## src/hdl/divider_ctl_pkg.sv

```systemverilog
// constants for the dual-modulus divider control: register map, field
// positions, reset values and counter end states
// assumes a 16-bit register port and BCD programming of the main counter
package divider_ctl_pkg;
   localparam int ADDR_W = 8;
   localparam int DATA_W = 16;
   localparam int SW_W = 6;
   localparam int DIG_W = 4;
   localparam int MAIN_W = 12;
   localparam int BIN_W = 10;

   localparam logic [ADDR_W-1:0] OFS_CTRL = 8'h00;
   localparam logic [ADDR_W-1:0] OFS_SWALLOW_PROG = 8'h04;
   localparam logic [ADDR_W-1:0] OFS_MAIN_PROG = 8'h08;
   localparam logic [ADDR_W-1:0] OFS_STATUS = 8'h0C;
   localparam logic [ADDR_W-1:0] OFS_MAIN_COUNT = 8'h10;

   localparam int CTRL_SIDESTEP_BIT = 0;
   localparam int STATUS_MODSEL_BIT = 8;
   localparam int STATUS_LOAD_BIT = 9;
   localparam int STATUS_SIDE_BIT = 10;
   localparam int STATUS_TC_BIT = 11;

   localparam logic RST_SIDESTEP = 1'h0;
   localparam logic [SW_W-1:0] RST_SWALLOW_PROG = 6'h00;
   localparam logic [MAIN_W-1:0] RST_MAIN_PROG = 12'h117;

   localparam logic [SW_W-1:0] SWALLOW_MAX = 6'h27;
   localparam logic [SW_W-1:0] SWALLOW_END = 6'h3F;
   localparam logic [DIG_W-1:0] DIGIT_MAX = 4'h9;
   localparam logic [BIN_W-1:0] MAIN_MIN = 10'h075;
   localparam logic [BIN_W-1:0] MAIN_MAX = 10'h1A5;
   localparam logic [BIN_W-1:0] MAIN_SPAN = 10'h3E8;
   localparam logic [BIN_W-1:0] SIDESTEP_ADD = 10'h015;
   localparam logic [MAIN_W-1:0] MAIN_DIRECT_END = 12'h999;
   localparam logic [DIG_W-1:0] SIDE_TOP_END = 4'h0;
   localparam logic [7:0] SIDE_LOW_END = 8'h20;
endpackage

```

## src/hdl/dual_modulus_divider_control.sv

```systemverilog
// swallow and main counters that steer a 40/41 two-modulus prescaler
// assumes the prescaler output is synchronous to core_clk_i and each of its
// levels lasts at least two core clock cycles
//
// The address-and-strobe port and the placing of the registers were chosen for this implementation.
`timescale 1ns/100ps

// Notes on behaviour
// swallow counter accepts any programmed value from 0 to 39.
// swallow low stage is radix four, giving the finest channel step; the code has one six-bit binary swallow counter instead.
// swallow top stage has no fixed radix, runs from 0-9 to end; the code has no separate top stage.
// swallow counter is one six-bit binary counter with parallel load.
// main counter is three cascaded decades programmable 117 to 421.
// sidestep: top decade ends one count past all nines, adding 100.
// sidestep: lower two decades end 79 counts early, net plus 21.
// with sidestep on, the alternative end state drives the load signal.
// both counters load on the first falling prescaler edge in load.
// after load modulus select is low unless swallow is 0, enabling swallow; prescaler divides 41.
// swallow end raises modulus select (divide 40) and holds the swallow counter.
// main end holds load low exactly one prescaler period, reloading both.
// prescaler decade inserts one extra state before its top output rises.
// prescaler control stage asks for eleven during one of four periods.
// control stage moves on rising edges; these counters use falling edges.
// all counter stages run from one clock with synchronous parallel load.
// each cycle divides by forty times main plus swallow, plus sidestep.
// reset loads both counters and sets modulus select high.
module dual_modulus_divider_control (
   input wire logic core_clk_i,
   input wire logic rst_i,
   input wire logic [divider_ctl_pkg::ADDR_W-1:0] addr_i,
   input wire logic [divider_ctl_pkg::DATA_W-1:0] wdata_i,
   input wire logic wr_i,
   input wire logic rd_i,
   output logic [divider_ctl_pkg::DATA_W-1:0] rdata_o,
   input wire logic prescaler_clk_i,
   output logic modsel_o,
   output logic swallow_count_enable_o,
   output logic load_n_o,
   output logic terminal_count_flag_o
);
   import divider_ctl_pkg::*;

   function automatic logic [BIN_W-1:0] bcd_to_bin(input logic [MAIN_W-1:0] b);
      logic [BIN_W-1:0] v;
      v = {6'h00, b[11:8]} * 10'h064;
      v = v + {6'h00, b[7:4]} * 10'h00A;
      v = v + {6'h00, b[3:0]};
      return v;
   endfunction

   function automatic logic [MAIN_W-1:0] bin_to_bcd(input logic [BIN_W-1:0] v);
      logic [MAIN_W-1:0] b;
      b[11:8] = DIG_W'(v / 10'h064);
      b[7:4] = DIG_W'((v / 10'h00A) % 10'h00A);
      b[3:0] = DIG_W'(v % 10'h00A);
      return b;
   endfunction

   // decade cascade: each digit wraps 9 to 0 and carries into the next
   function automatic logic [MAIN_W-1:0] bcd_inc(input logic [MAIN_W-1:0] b);
      logic [MAIN_W-1:0] r;
      logic carry;
      r = b;
      carry = 1'b1;
      for (int i = 0; i < 3; i++) begin
         if (carry) begin
            if (b[i*4 +: 4] == DIGIT_MAX) begin
               r[i*4 +: 4] = '0;
            end else begin
               r[i*4 +: 4] = b[i*4 +: 4] + 4'h1;
               carry = 1'b0;
            end
         end
      end
      return r;
   endfunction

   // direct end is all nines; the sidestepped end lies past the wrap to zero
   function automatic logic main_end(input logic [MAIN_W-1:0] b, input logic side);
      logic e;
      if (side) begin
         e = (b[11:8] == SIDE_TOP_END) && (b[7:0] == SIDE_LOW_END);
      end else begin
         e = (b == MAIN_DIRECT_END);
      end
      return e;
   endfunction

   function automatic logic main_prog_ok(input logic [MAIN_W-1:0] b);
      logic [BIN_W-1:0] v;
      v = bcd_to_bin(b);
      return (b[11:8] <= DIGIT_MAX) && (b[7:4] <= DIGIT_MAX) && (b[3:0] <= DIGIT_MAX)
         && (v >= MAIN_MIN) && (v <= MAIN_MAX);
   endfunction

   logic side_en_ff;
   logic [SW_W-1:0] swallow_prog_ff;
   logic [MAIN_W-1:0] main_prog_ff;
   logic clk_prev_ff;
   logic cnt_edge;
   logic [SW_W-1:0] swallow_ff;
   logic [SW_W-1:0] nxt_swallow;
   logic [MAIN_W-1:0] main_ff;
   logic [MAIN_W-1:0] nxt_main;
   logic [MAIN_W-1:0] main_load;
   logic side_act_ff;
   logic nxt_side;
   logic modsel_ff;
   logic load_low_ff;
   logic tc_ff;
   logic reload;
   logic [DATA_W-1:0] rdata_ff;
   logic [DATA_W-1:0] status_word;
   logic [BIN_W-1:0] expect_ff;
   logic [BIN_W-1:0] per_cnt_ff;

   // register writes; out-of-range programming values are ignored
   always_ff @(posedge core_clk_i) begin
      if (rst_i) begin
         side_en_ff <= RST_SIDESTEP;
         swallow_prog_ff <= RST_SWALLOW_PROG;
         main_prog_ff <= RST_MAIN_PROG;
      end else if (wr_i) begin
         if (addr_i == OFS_CTRL) begin
            side_en_ff <= wdata_i[CTRL_SIDESTEP_BIT];
         end
         if (addr_i == OFS_SWALLOW_PROG && wdata_i[SW_W-1:0] <= SWALLOW_MAX) begin
            swallow_prog_ff <= wdata_i[SW_W-1:0];
         end
         if (addr_i == OFS_MAIN_PROG && main_prog_ok(wdata_i[MAIN_W-1:0])) begin
            main_prog_ff <= wdata_i[MAIN_W-1:0];
         end
      end
   end

   always_ff @(posedge core_clk_i) begin
      if (rst_i) begin
         rdata_ff <= '0;
      end else if (rd_i) begin
         case (addr_i)
            OFS_CTRL: rdata_ff <= DATA_W'(side_en_ff);
            OFS_SWALLOW_PROG: rdata_ff <= DATA_W'(swallow_prog_ff);
            OFS_MAIN_PROG: rdata_ff <= DATA_W'(main_prog_ff);
            OFS_STATUS: rdata_ff <= status_word;
            OFS_MAIN_COUNT: rdata_ff <= DATA_W'(main_ff);
            default: rdata_ff <= '0;
         endcase
      end else begin
         rdata_ff <= '0;
      end
   end

   // status word built from the live counter state
   always_comb begin
      status_word = '0;
      status_word[SW_W-1:0] = swallow_ff;
      status_word[STATUS_MODSEL_BIT] = modsel_ff;
      status_word[STATUS_LOAD_BIT] = load_low_ff;
      status_word[STATUS_SIDE_BIT] = side_act_ff;
      status_word[STATUS_TC_BIT] = tc_ff;
   end

   // counters advance on falling edges of the prescaler output
   // the previous level resets low, so a pin idling low gives no false edge
   always_ff @(posedge core_clk_i) begin
      if (rst_i) begin
         clk_prev_ff <= 1'b0;
      end else begin
         clk_prev_ff <= prescaler_clk_i;
      end
   end
   assign cnt_edge = clk_prev_ff & ~prescaler_clk_i;
   assign reload = cnt_edge & load_low_ff;
   // up counters, so each cycle starts from the complement of the programmed count
   assign main_load = bin_to_bcd(MAIN_SPAN - bcd_to_bin(main_prog_ff));

   always_comb begin
      nxt_main = main_ff;
      nxt_side = side_act_ff;
      nxt_swallow = swallow_ff;
      if (reload) begin
         nxt_main = main_load;
         nxt_side = side_en_ff;
         nxt_swallow = ~swallow_prog_ff;
      end else if (cnt_edge) begin
         nxt_main = bcd_inc(main_ff);
         if (!modsel_ff) begin
            nxt_swallow = swallow_ff + 6'h01;
         end
      end
   end

   always_ff @(posedge core_clk_i) begin
      if (rst_i) begin
         main_ff <= bin_to_bcd(MAIN_SPAN - bcd_to_bin(RST_MAIN_PROG));
         swallow_ff <= ~RST_SWALLOW_PROG;
         side_act_ff <= RST_SIDESTEP;
      end else begin
         main_ff <= nxt_main;
         swallow_ff <= nxt_swallow;
         side_act_ff <= nxt_side;
      end
   end

   // load follows the next count, so it falls on the edge that reaches the end
   always_ff @(posedge core_clk_i) begin
      if (rst_i) begin
         load_low_ff <= 1'b0;
         tc_ff <= 1'b0;
      end else begin
         load_low_ff <= main_end(nxt_main, nxt_side);
         tc_ff <= (nxt_main == MAIN_DIRECT_END);
      end
   end

   // modsel moves only while swallowing and holds high from swallow end to reload
   always_ff @(posedge core_clk_i) begin
      if (rst_i) begin
         modsel_ff <= 1'b1;
      end else if (reload) begin
         modsel_ff <= (nxt_swallow == SWALLOW_END);
      end else if (!modsel_ff) begin
         modsel_ff <= (nxt_swallow == SWALLOW_END);
      end
   end

   assign modsel_o = modsel_ff;
   assign swallow_count_enable_o = ~modsel_ff;
   assign load_n_o = ~load_low_ff;
   assign terminal_count_flag_o = tc_ff;
   assign rdata_o = rdata_ff;

   // prescaler periods per cycle, used only by the checks below
   always_ff @(posedge core_clk_i) begin
      if (rst_i) begin
         expect_ff <= bcd_to_bin(RST_MAIN_PROG) + (RST_SIDESTEP ? SIDESTEP_ADD : '0);
         per_cnt_ff <= '0;
      end else if (reload) begin
         expect_ff <= bcd_to_bin(main_prog_ff) + (side_en_ff ? SIDESTEP_ADD : '0);
         per_cnt_ff <= '0;
      end else if (cnt_edge) begin
         per_cnt_ff <= per_cnt_ff + 10'h001;
      end
   end

   // one range check per decade stage
   for (genvar g = 0; g < 3; g++) begin : g_digit

   end
endmodule

```

## config.mk

```make
export PLATFORM = sky130hd
export DESIGN_NAME = dual_modulus_divider_control
export DESIGN_NICKNAME = d
export VERILOG_FILES = /design/src/hdl/divider_ctl_pkg.sv /design/src/hdl/dual_modulus_divider_control.sv
export SDC_FILE = /design/constraint.sdc
export NUM_CORES = 1
export LEC_CHECK = 0
export ABC_AREA = 1
export BUFFER_PORTS_ARGS = -buffer_cell sky130_fd_sc_hd__buf_2
export CAP_MARGIN = 20
export CORE_MARGIN = 2
export CORE_UTILIZATION = 40
export DETAILED_ROUTE_END_ITERATION = 8
export GPL_TIMING_DRIVEN = 0
export PLACE_DENSITY = 0.59
export SLEW_MARGIN = 5
export SYNTH_ARGS = -nofsm -noshare
export SYNTH_HDL_FRONTEND = slang
export SYNTH_SLANG_ARGS = --single-unit
export TNS_END_PERCENT = 30
```

## constraint.sdc

```tcl
create_clock -name core_clk_i -period 16.53 [get_ports core_clk_i]
set_clock_uncertainty 0.1 [all_clocks]
set_input_delay 0 -clock core_clk_i [delete_from_list [all_inputs] [get_ports core_clk_i]]
set_output_delay 0 -clock core_clk_i [all_outputs]
set_load 0.01 [all_outputs]
```

==> impl_metrics.json, run 1 <==
{
  "status": "finished, final reports clean",
  "grt_max_degree": 17,
  "fillers": 1596,
  "grt_pass1_wl_mm": 24.1,
  "ir_drop_mv": 0.0747,
  "max_slew.worst_pin.slew_ns": 0.942,
  "start_util": 0.403,
  "synth_enable_flop_cells": 0,
  "post-cts-setup-buffer-count": 0,
  "synthArstFlopShare": 0,
  "yosysWarningCount": 0,
  "cts_hold_buf": 15,
  "end_kind": "flop",
  "netlist_area_mm2": 0.00606,
  "share_comb_of_total_power": 0.333,
  "vias_per_cell": 4.87,
  "drive_gt1_frac": 0.161,
  "synth.distinct_cells": 55,
  "p_seq_frac": 0.352,
  "cts_root_buffer": "clkbuf_16",
  "hp-class": "in2reg",
  "p_switching_w": 0.000121,
  "dr_wl_met2_mm": 6.63,
  "fin_ws_ns": 8.04,
  "worst-path-max-fanout": 8,
  "period_minus_slack_ns": 8.49,
  "fin_setup_tns_ns": 0,
  "synth_seq_area_share": 0.178,
  "num_vias": 5597,
  "worstSkewPairLatency_ns": 0.29,
  "drv_slew": 0,
  "mostFrequentLayoutCells": "169 x inv_1, 153 x nand2_1, 71 x nor2_1",
  "synth_ff_type": "dfxtp_1",
  "gp_congestion": 0.876,
  "drtAntennaViolNets": 0,
  "final_cells": 1150,
  "critical_path_arrival_ns": 8.57,
  "crit_top_cell": "ha_1",
  "relSlewSlack": 0.367,
  "cp_slowest_cell": "xor2_1",
  "grt_pass1_vias": 5315,
  "drt-initial-drc-count": 304,
  "crit_type": "reg2reg",
  "rsz0062_at_grt": "false",
  "boundaryPins": 49,
  "highest_layer": "met4",
  "required_ns": 16.61,
  "numCtsBuffers": 5,
  "dr_wl_met3_um": 407,
  "leakagePower_nw": 3.56,
  "syn_to_final_growth_pct": 12.6,
  "period_share": 0.513,
  "grt_use_total": 0.177,
  "setup_viol": 0,
  "cap_violations": 0,
  "finalHoldViolations": 0,
  "fp.dieArea_mm2": 0.0162,
  "dieHeight_um": 127,
  "path_buf_inv": 4,
  "met1Wirelength_mm": 6.72,
  "die_x_um": 127,
  "start_kind": "flop",
  "final_common_cell": "inv_1",
  "max_freq_mhz": 118,
  "port_buffers": 39,
  "dp_cells": 1127,
  "power_frac_clock": 0.315,
  "synth_area_per_cell_um2": 6.77,
  "row_count": 45,
  "routed_wl_mm": 13.9,
  "path_clk_slew_ns": 0.07,
  "antenna_cells": 0,
  "fp.coreArea_mm2": 0.0150,
  "p_per_area_mw_per_mm2": 54.5,
  "nets": 1067,
  "cts.sinks": 54,
  "crit_path_max_incr_delay_ns": 0.40,
  "place_ws_ns": 8.03,
  "grt_overflow": 0,
  "ctsResizeCount": 0,
  "antenna_found_initial": 0,
  "cpLargestDelayFamily": "simple AND/OR/NAND/NOR gates",
  "synth_cells": 896,
  "ctsHtreeMaxLevel": 2,
  "first_pass_iters": 5,
  "ys_ff_latch": 54,
  "clock_path_buffers": 2,
  "p_int_w": 0.000251,
  "dpl.hpwl_mm": 11.7,
  "swShare": 0.325,
  "cts_tree": "yes",
  "wl_per_cell_um": 12.1,
  "route.detailed.drc": 0
}
flip-flops by register name (all words and copies together) (netlist names):
| name | cells |
|---|---|
| side_en_ff | 1 |
| side_act_ff | 1 |
| main_prog_ff | 12 |
| swallow_prog_ff | 6 |
| clk_prev_ff | 1 |
| main_ff | 12 |
| terminal_count_flag_o | 1 |
| swallow_ff | 6 |
| modsel_o | 1 |
| load_low_ff | 1 |
| rdata_o | 12 |
power groups by stage:
stage	Clock [W]	Combinational (W)	Sequential [W]
after floorplan	0	0.0000981	0.000134
after global placement	0	0.000121	0.000134
final	0.000117	0.000124	0.000131
after global routing	0.000125	0.000142	0.000131
after CTS	0.000119	0.000125	0.000131
after detailed placement	0	0.000122	0.000134
path summary, 6_finish.rpt:
kind	from	to	slack (ns)	depth (start not counted)
setup / recovery	main_prog_ff[7]	terminal_count_flag_o	8.04	52
hold / removal	wdata_i[9]	main_prog_ff[9]	0.003	3
setup reg to reg	main_prog_ff[7]	terminal_count_flag_o	8.04	52
hold reg to reg	swallow_prog_ff[0]	swallow_prog_ff[0]	0.38	2
final cells by class:
class	instances	area (um^2)	share of cell area
Multi-Input combinational cell	646	4210	0.616
Sequential cell	54	1080	0.158
Inverter	184	691	0.101
Timing Repair Buffer	55	350	0.0513
Tap cell	188	235	0.0345
Clock buffer	6	129	0.0189
Buffer	15	97.6	0.0143
Clock inverter	2	37.5	0.00550
metal layers:
layer | global-route usage | vias up
met5 | 0 | -
li1 | - | 3016
met1 | 0.236 | 2481
met3 | 0.0163 | 12
met4 | 0.0246 | 0
met2 | 0.317 | 88
worst reg2reg max path: cells and delay by family (launching register included):
kind / cells / cell delay [ns]
buffers and inverters: 4 / 0.38
AND/OR/NAND/NOR: 37 / 4.42
multiplexers: 1 / 0.36
adder cells (fa/ha/maj): 8 / 2.18
AO/OA/AOI/OAI: 1 / 0.11
XOR/XNOR: 1 / 0.40
flip-flops: 1 / 0.39
cells in the mapped netlist, types with 2 or more instances:
library cell    n  area [um^2]
clkbuf_1        6         22.5
o211ai_1        9         67.6
nor2_2          2         12.5
a221oi_1        4         35.0
nand4_1        16          100
o21ai_2         3         26.3
a31oi_1         5         31.3
a21oi_2         4         35.0
a21oi_1        38          190
nand3_4         4         70.1
nor2_4          5         56.3
buf_6           2         22.5
inv_1         169          634
a22oi_1         3         22.5
and2_1          4         25.0
o21ai_1         3         15.0
nand2_1       153          574
xor2_1         21          184
nand3_2         9         90.1
o21ai_0        47          235
or2_2           6         37.5
nor2_1         71          267
ha_1           67          838
a211oi_1        2         15.0
nor4_1          6         37.5
a32o_1          2         20.0
inv_2          14         52.6
fa_1           10          200
nand2_4        14          158
o22ai_1         8         50.1
o311ai_0        2         17.5
nor3_1          6         30.0
nand2_2        33          206
xnor2_1         9         78.8
nand3_1        60          300
buf_4           7         52.6
dfxtp_1        54         1080
through the flow:
stage / hold slack (ns) / total power [W] / util / cell area (um^2)
floorplan: 0.0135 / 0.000232 / - / 6080
global placement: 0.134 / 0.000255 / 0.433 / 6510
detailed placement: 0.144 / 0.000256 / 0.433 / 6510
CTS: 0.00327 / 0.000375 / 0.454 / 6830
global route: 0.0317 / 0.000398 / 0.454 / 6830
finish: 0.00270 / 0.000372 / 0.454 / 6830
cell families after synthesis:
kind of cell    count (synthesis)  share of synthesized area
mux                             1                    0.00371
simple gates                  394                      0.329
compound gates                139                      0.141
other cells                     1                   0.000618
buf+inv                       199                      0.130
xor+xnor                       31                     0.0460
flops                          54                      0.178
fa+ha+maj                      77                      0.171
No activity file was read; power rests on OpenSTA's default activity.
==> run 2, diff against run 1 <==
==> constraint.sdc (replaced) <==
create_clock -name core_clk_i -period 8.42 [get_ports core_clk_i]
set_clock_uncertainty 0.1 [all_clocks]
set_input_delay 0 -clock core_clk_i [delete_from_list [all_inputs] [get_ports core_clk_i]]
set_output_delay 0 -clock core_clk_i [all_outputs]
set_load 0.01 [all_outputs]
==> run 2 against run 1 <==
- critical path depth increased by 8
- first-iteration DRC count grew 0.99%
- via count rose by 2.2%
- clock power rose by 97%
- wire length up 3.4%
- die area did not move
- final cell count increased by 1.1%
- utilization rose by 1.8 points
- sequential cell count unchanged
- clock-buffer cell count stayed put
- global-route usage barely moved
- critical endpoint unchanged
- largest cell class unchanged
==> impl_metrics.json, run 2 (synthesis results as in run 1) <==
{
  "row_count": 45,
  "nets": 1080,
  "swShare": 0.327,
  "antenna_found_initial": 0,
  "cts_tree": "yes",
  "final_common_cell": "inv_1",
  "required_ns": 8.50,
  "gp_congestion": 0.876,
  "vias_per_cell": 4.92,
  "leakagePower_nw": 3.63,
  "crit_path_max_incr_delay_ns": 0.56,
  "port_buffers": 39,
  "grt_overflow": 0,
  "drive_gt1_frac": 0.195,
  "rr_worst_depth": 60,
  "crit_type": "reg2reg",
  "cap_violations": 0,
  "ctsHtreeMaxLevel": 2,
  "boundaryPins": 49,
  "drtAntennaViolNets": 0,
  "numCtsBuffers": 5,
  "start_util": 0.403,
  "critPathCapture": "terminal_count_flag_o",
  "period_share": 0.935,
  "critical_path_arrival_ns": 7.95,
  "cts_root_buffer": "clkbuf_16",
  "end_kind": "flop",
  "period_minus_slack_ns": 7.87,
  "grt_pass1_wl_mm": 24.1,
  "clock_path_buffers": 2,
  "num_vias": 5720,
  "grt_pass1_vias": 5307,
  "syn_to_final_growth_pct": 17.2,
  "finalPower_w": 0.000742,
  "regArea_mm2": 0.00109,
  "startpoint": "main_prog_ff[7]",
  "power_frac_clock": 0.312,
  "antenna_cells": 0,
  "routed_wl_mm": 14.4,
  "grt_max_degree": 17,
  "wl_per_cell_um": 12.4,
  "path_clk_slew_ns": 0.07,
  "start_kind": "flop",
  "p_per_area_mw_per_mm2": 104,
  "hp-class": "in2reg",
  "mostFrequentLayoutCells": "168 x inv_1, 149 x nand2_1, 68 x nor2_1",
  "dpl.hpwl_mm": 11.7,
  "cts.sinks": 54,
  "reg2reg_from": "main_prog_ff[7]",
  "hold_slack_ns": 0.000391,
  "fillers": 1572,
  "max_freq_mhz": 127,
  "dieHeight_um": 127,
  "setup_viol": 0,
  "first_pass_iters": 5,
  "drt-initial-drc-count": 307,
  "p_int_w": 0.000499,
  "relSlewSlack": 0.331,
  "multi_input_area_mm2": 0.00438,
  "r2r_end": "terminal_count_flag_o",
  "fp.coreArea_mm2": 0.0150,
  "cp_slowest_cell": "fa_1",
  "status": "finished, final reports clean",
  "share_comb_of_total_power": 0.342,
  "route.detailed.drc": 0,
  "max_slew.worst_pin.slew_ns": 0.995,
  "p_switching_w": 0.000243,
  "drv_slew": 0,
  "p_seq_frac": 0.346,
  "crit_top_cell": "nand2_4",
  "die_x_um": 127,
  "finalHoldViolations": 0,
  "ir_drop_mv": 0.147,
  "worstSkewPairLatency_ns": 0.29,
  "fp.dieArea_mm2": 0.0162,
  "r2r_setup_slack_ns": 0.55,
  "grt_use_total": 0.176,
  "worst-path-max-fanout": 7
}
## run 2: repair_timing
| action | CTS | global route |
|---|---|---|
| resized for setup | 4 | 31 |
| hold buffers | 15 | 0 |
| gates cloned | 0 | 0 |
| pin swaps | 0 | 20 |
| setup endpoints to repair | 3 | 5 |
| endpoints found under the hold margin | 24 | 0 |
| buffers inserted | 0 | 13 |
## run 2: final cells by class
| cell class | instances | area share |
|---|---|---|
| clock buffers | 6 | 0.0181 |
| flip-flops and latches | 54 | 0.153 |
| inverters | 184 | 0.0976 |
| well taps | 188 | 0.0331 |
| repair buffers | 68 | 0.0630 |
| multi-input cells | 646 | 0.616 |
| plain buffers | 15 | 0.0137 |
| clock inverters | 2 | 0.00528 |
## run 2: worst min path at each step
stage | from | to | slack [ns] | cells past startpoint
6_report | wdata_i[9] | main_prog_ff[9] | 0.0004 | 3
5_1_grt | wdata_i[8] | main_prog_ff[8] | 0.03 | 3
4_1_cts | wdata_i[9] | main_prog_ff[9] | 0.003 | 3
3_5_place_dp | prescaler_clk_i | clk_prev_ff | 0.14 | 3
3_3_place_gp | prescaler_clk_i | clk_prev_ff | 0.13 | 3
2_1_floorplan | wr_i | side_en_ff | 0.01 | 1
## run 2: layer usage
layer | part of all wire | track usage | vias to the layer above
li1 | - | - | 3041
met1 | 0.48 | 0.236 | 2579
met2 | 0.49 | 0.317 | 84
met3 | 0.024 | 0.0163 | 16
met4 | 0.012 | 0.0239 | 0
met5 | 0 | 0 | -
## run 2: power groups by stage
| stage | combinational [W] | sequential [W] | clock [W] |
|---|---|---|---|
| final | 0.000254 | 0.000257 | 0.000231 |
| after global routing | 0.000290 | 0.000257 | 0.000245 |
| after CTS | 0.000245 | 0.000257 | 0.000235 |
| after detailed placement | 0.000239 | 0.000263 | 0 |
| after global placement | 0.000238 | 0.000263 | 0 |
| after floorplan | 0.000193 | 0.000263 | 0 |
## run 2: through the flow
| step | std cells | util | instance area [um^2] | TNS [ns] | setup WS [ns] |
|---|---|---|---|---|---|
| floorplan | 899 | - | 6080 | 0 | 0.750 |
| global placement | 1126 | 0.433 | 6510 | -0.140 | -0.0679 |
| detailed placement | 1127 | 0.433 | 6510 | -0.190 | -0.0792 |
| CTS | 1150 | 0.456 | 6850 | 0 | 0.0571 |
| global route | 1163 | 0.473 | 7110 | -0.104 | -0.0657 |
| finish | 1163 | 0.473 | 7110 | 0 | 0.550 |
## run 2: worst max-delay path: cells and delay by family (launching register included)
kind	cells	cell delay (ns)
and+or+nand+nor	38	3.52
adders and majority gates	8	2.33
AOI/OAI and AO/OA	3	0.62
buffers and inverters	10	0.57
DFF	1	0.37
xor gates and xnor gates	1	0.22
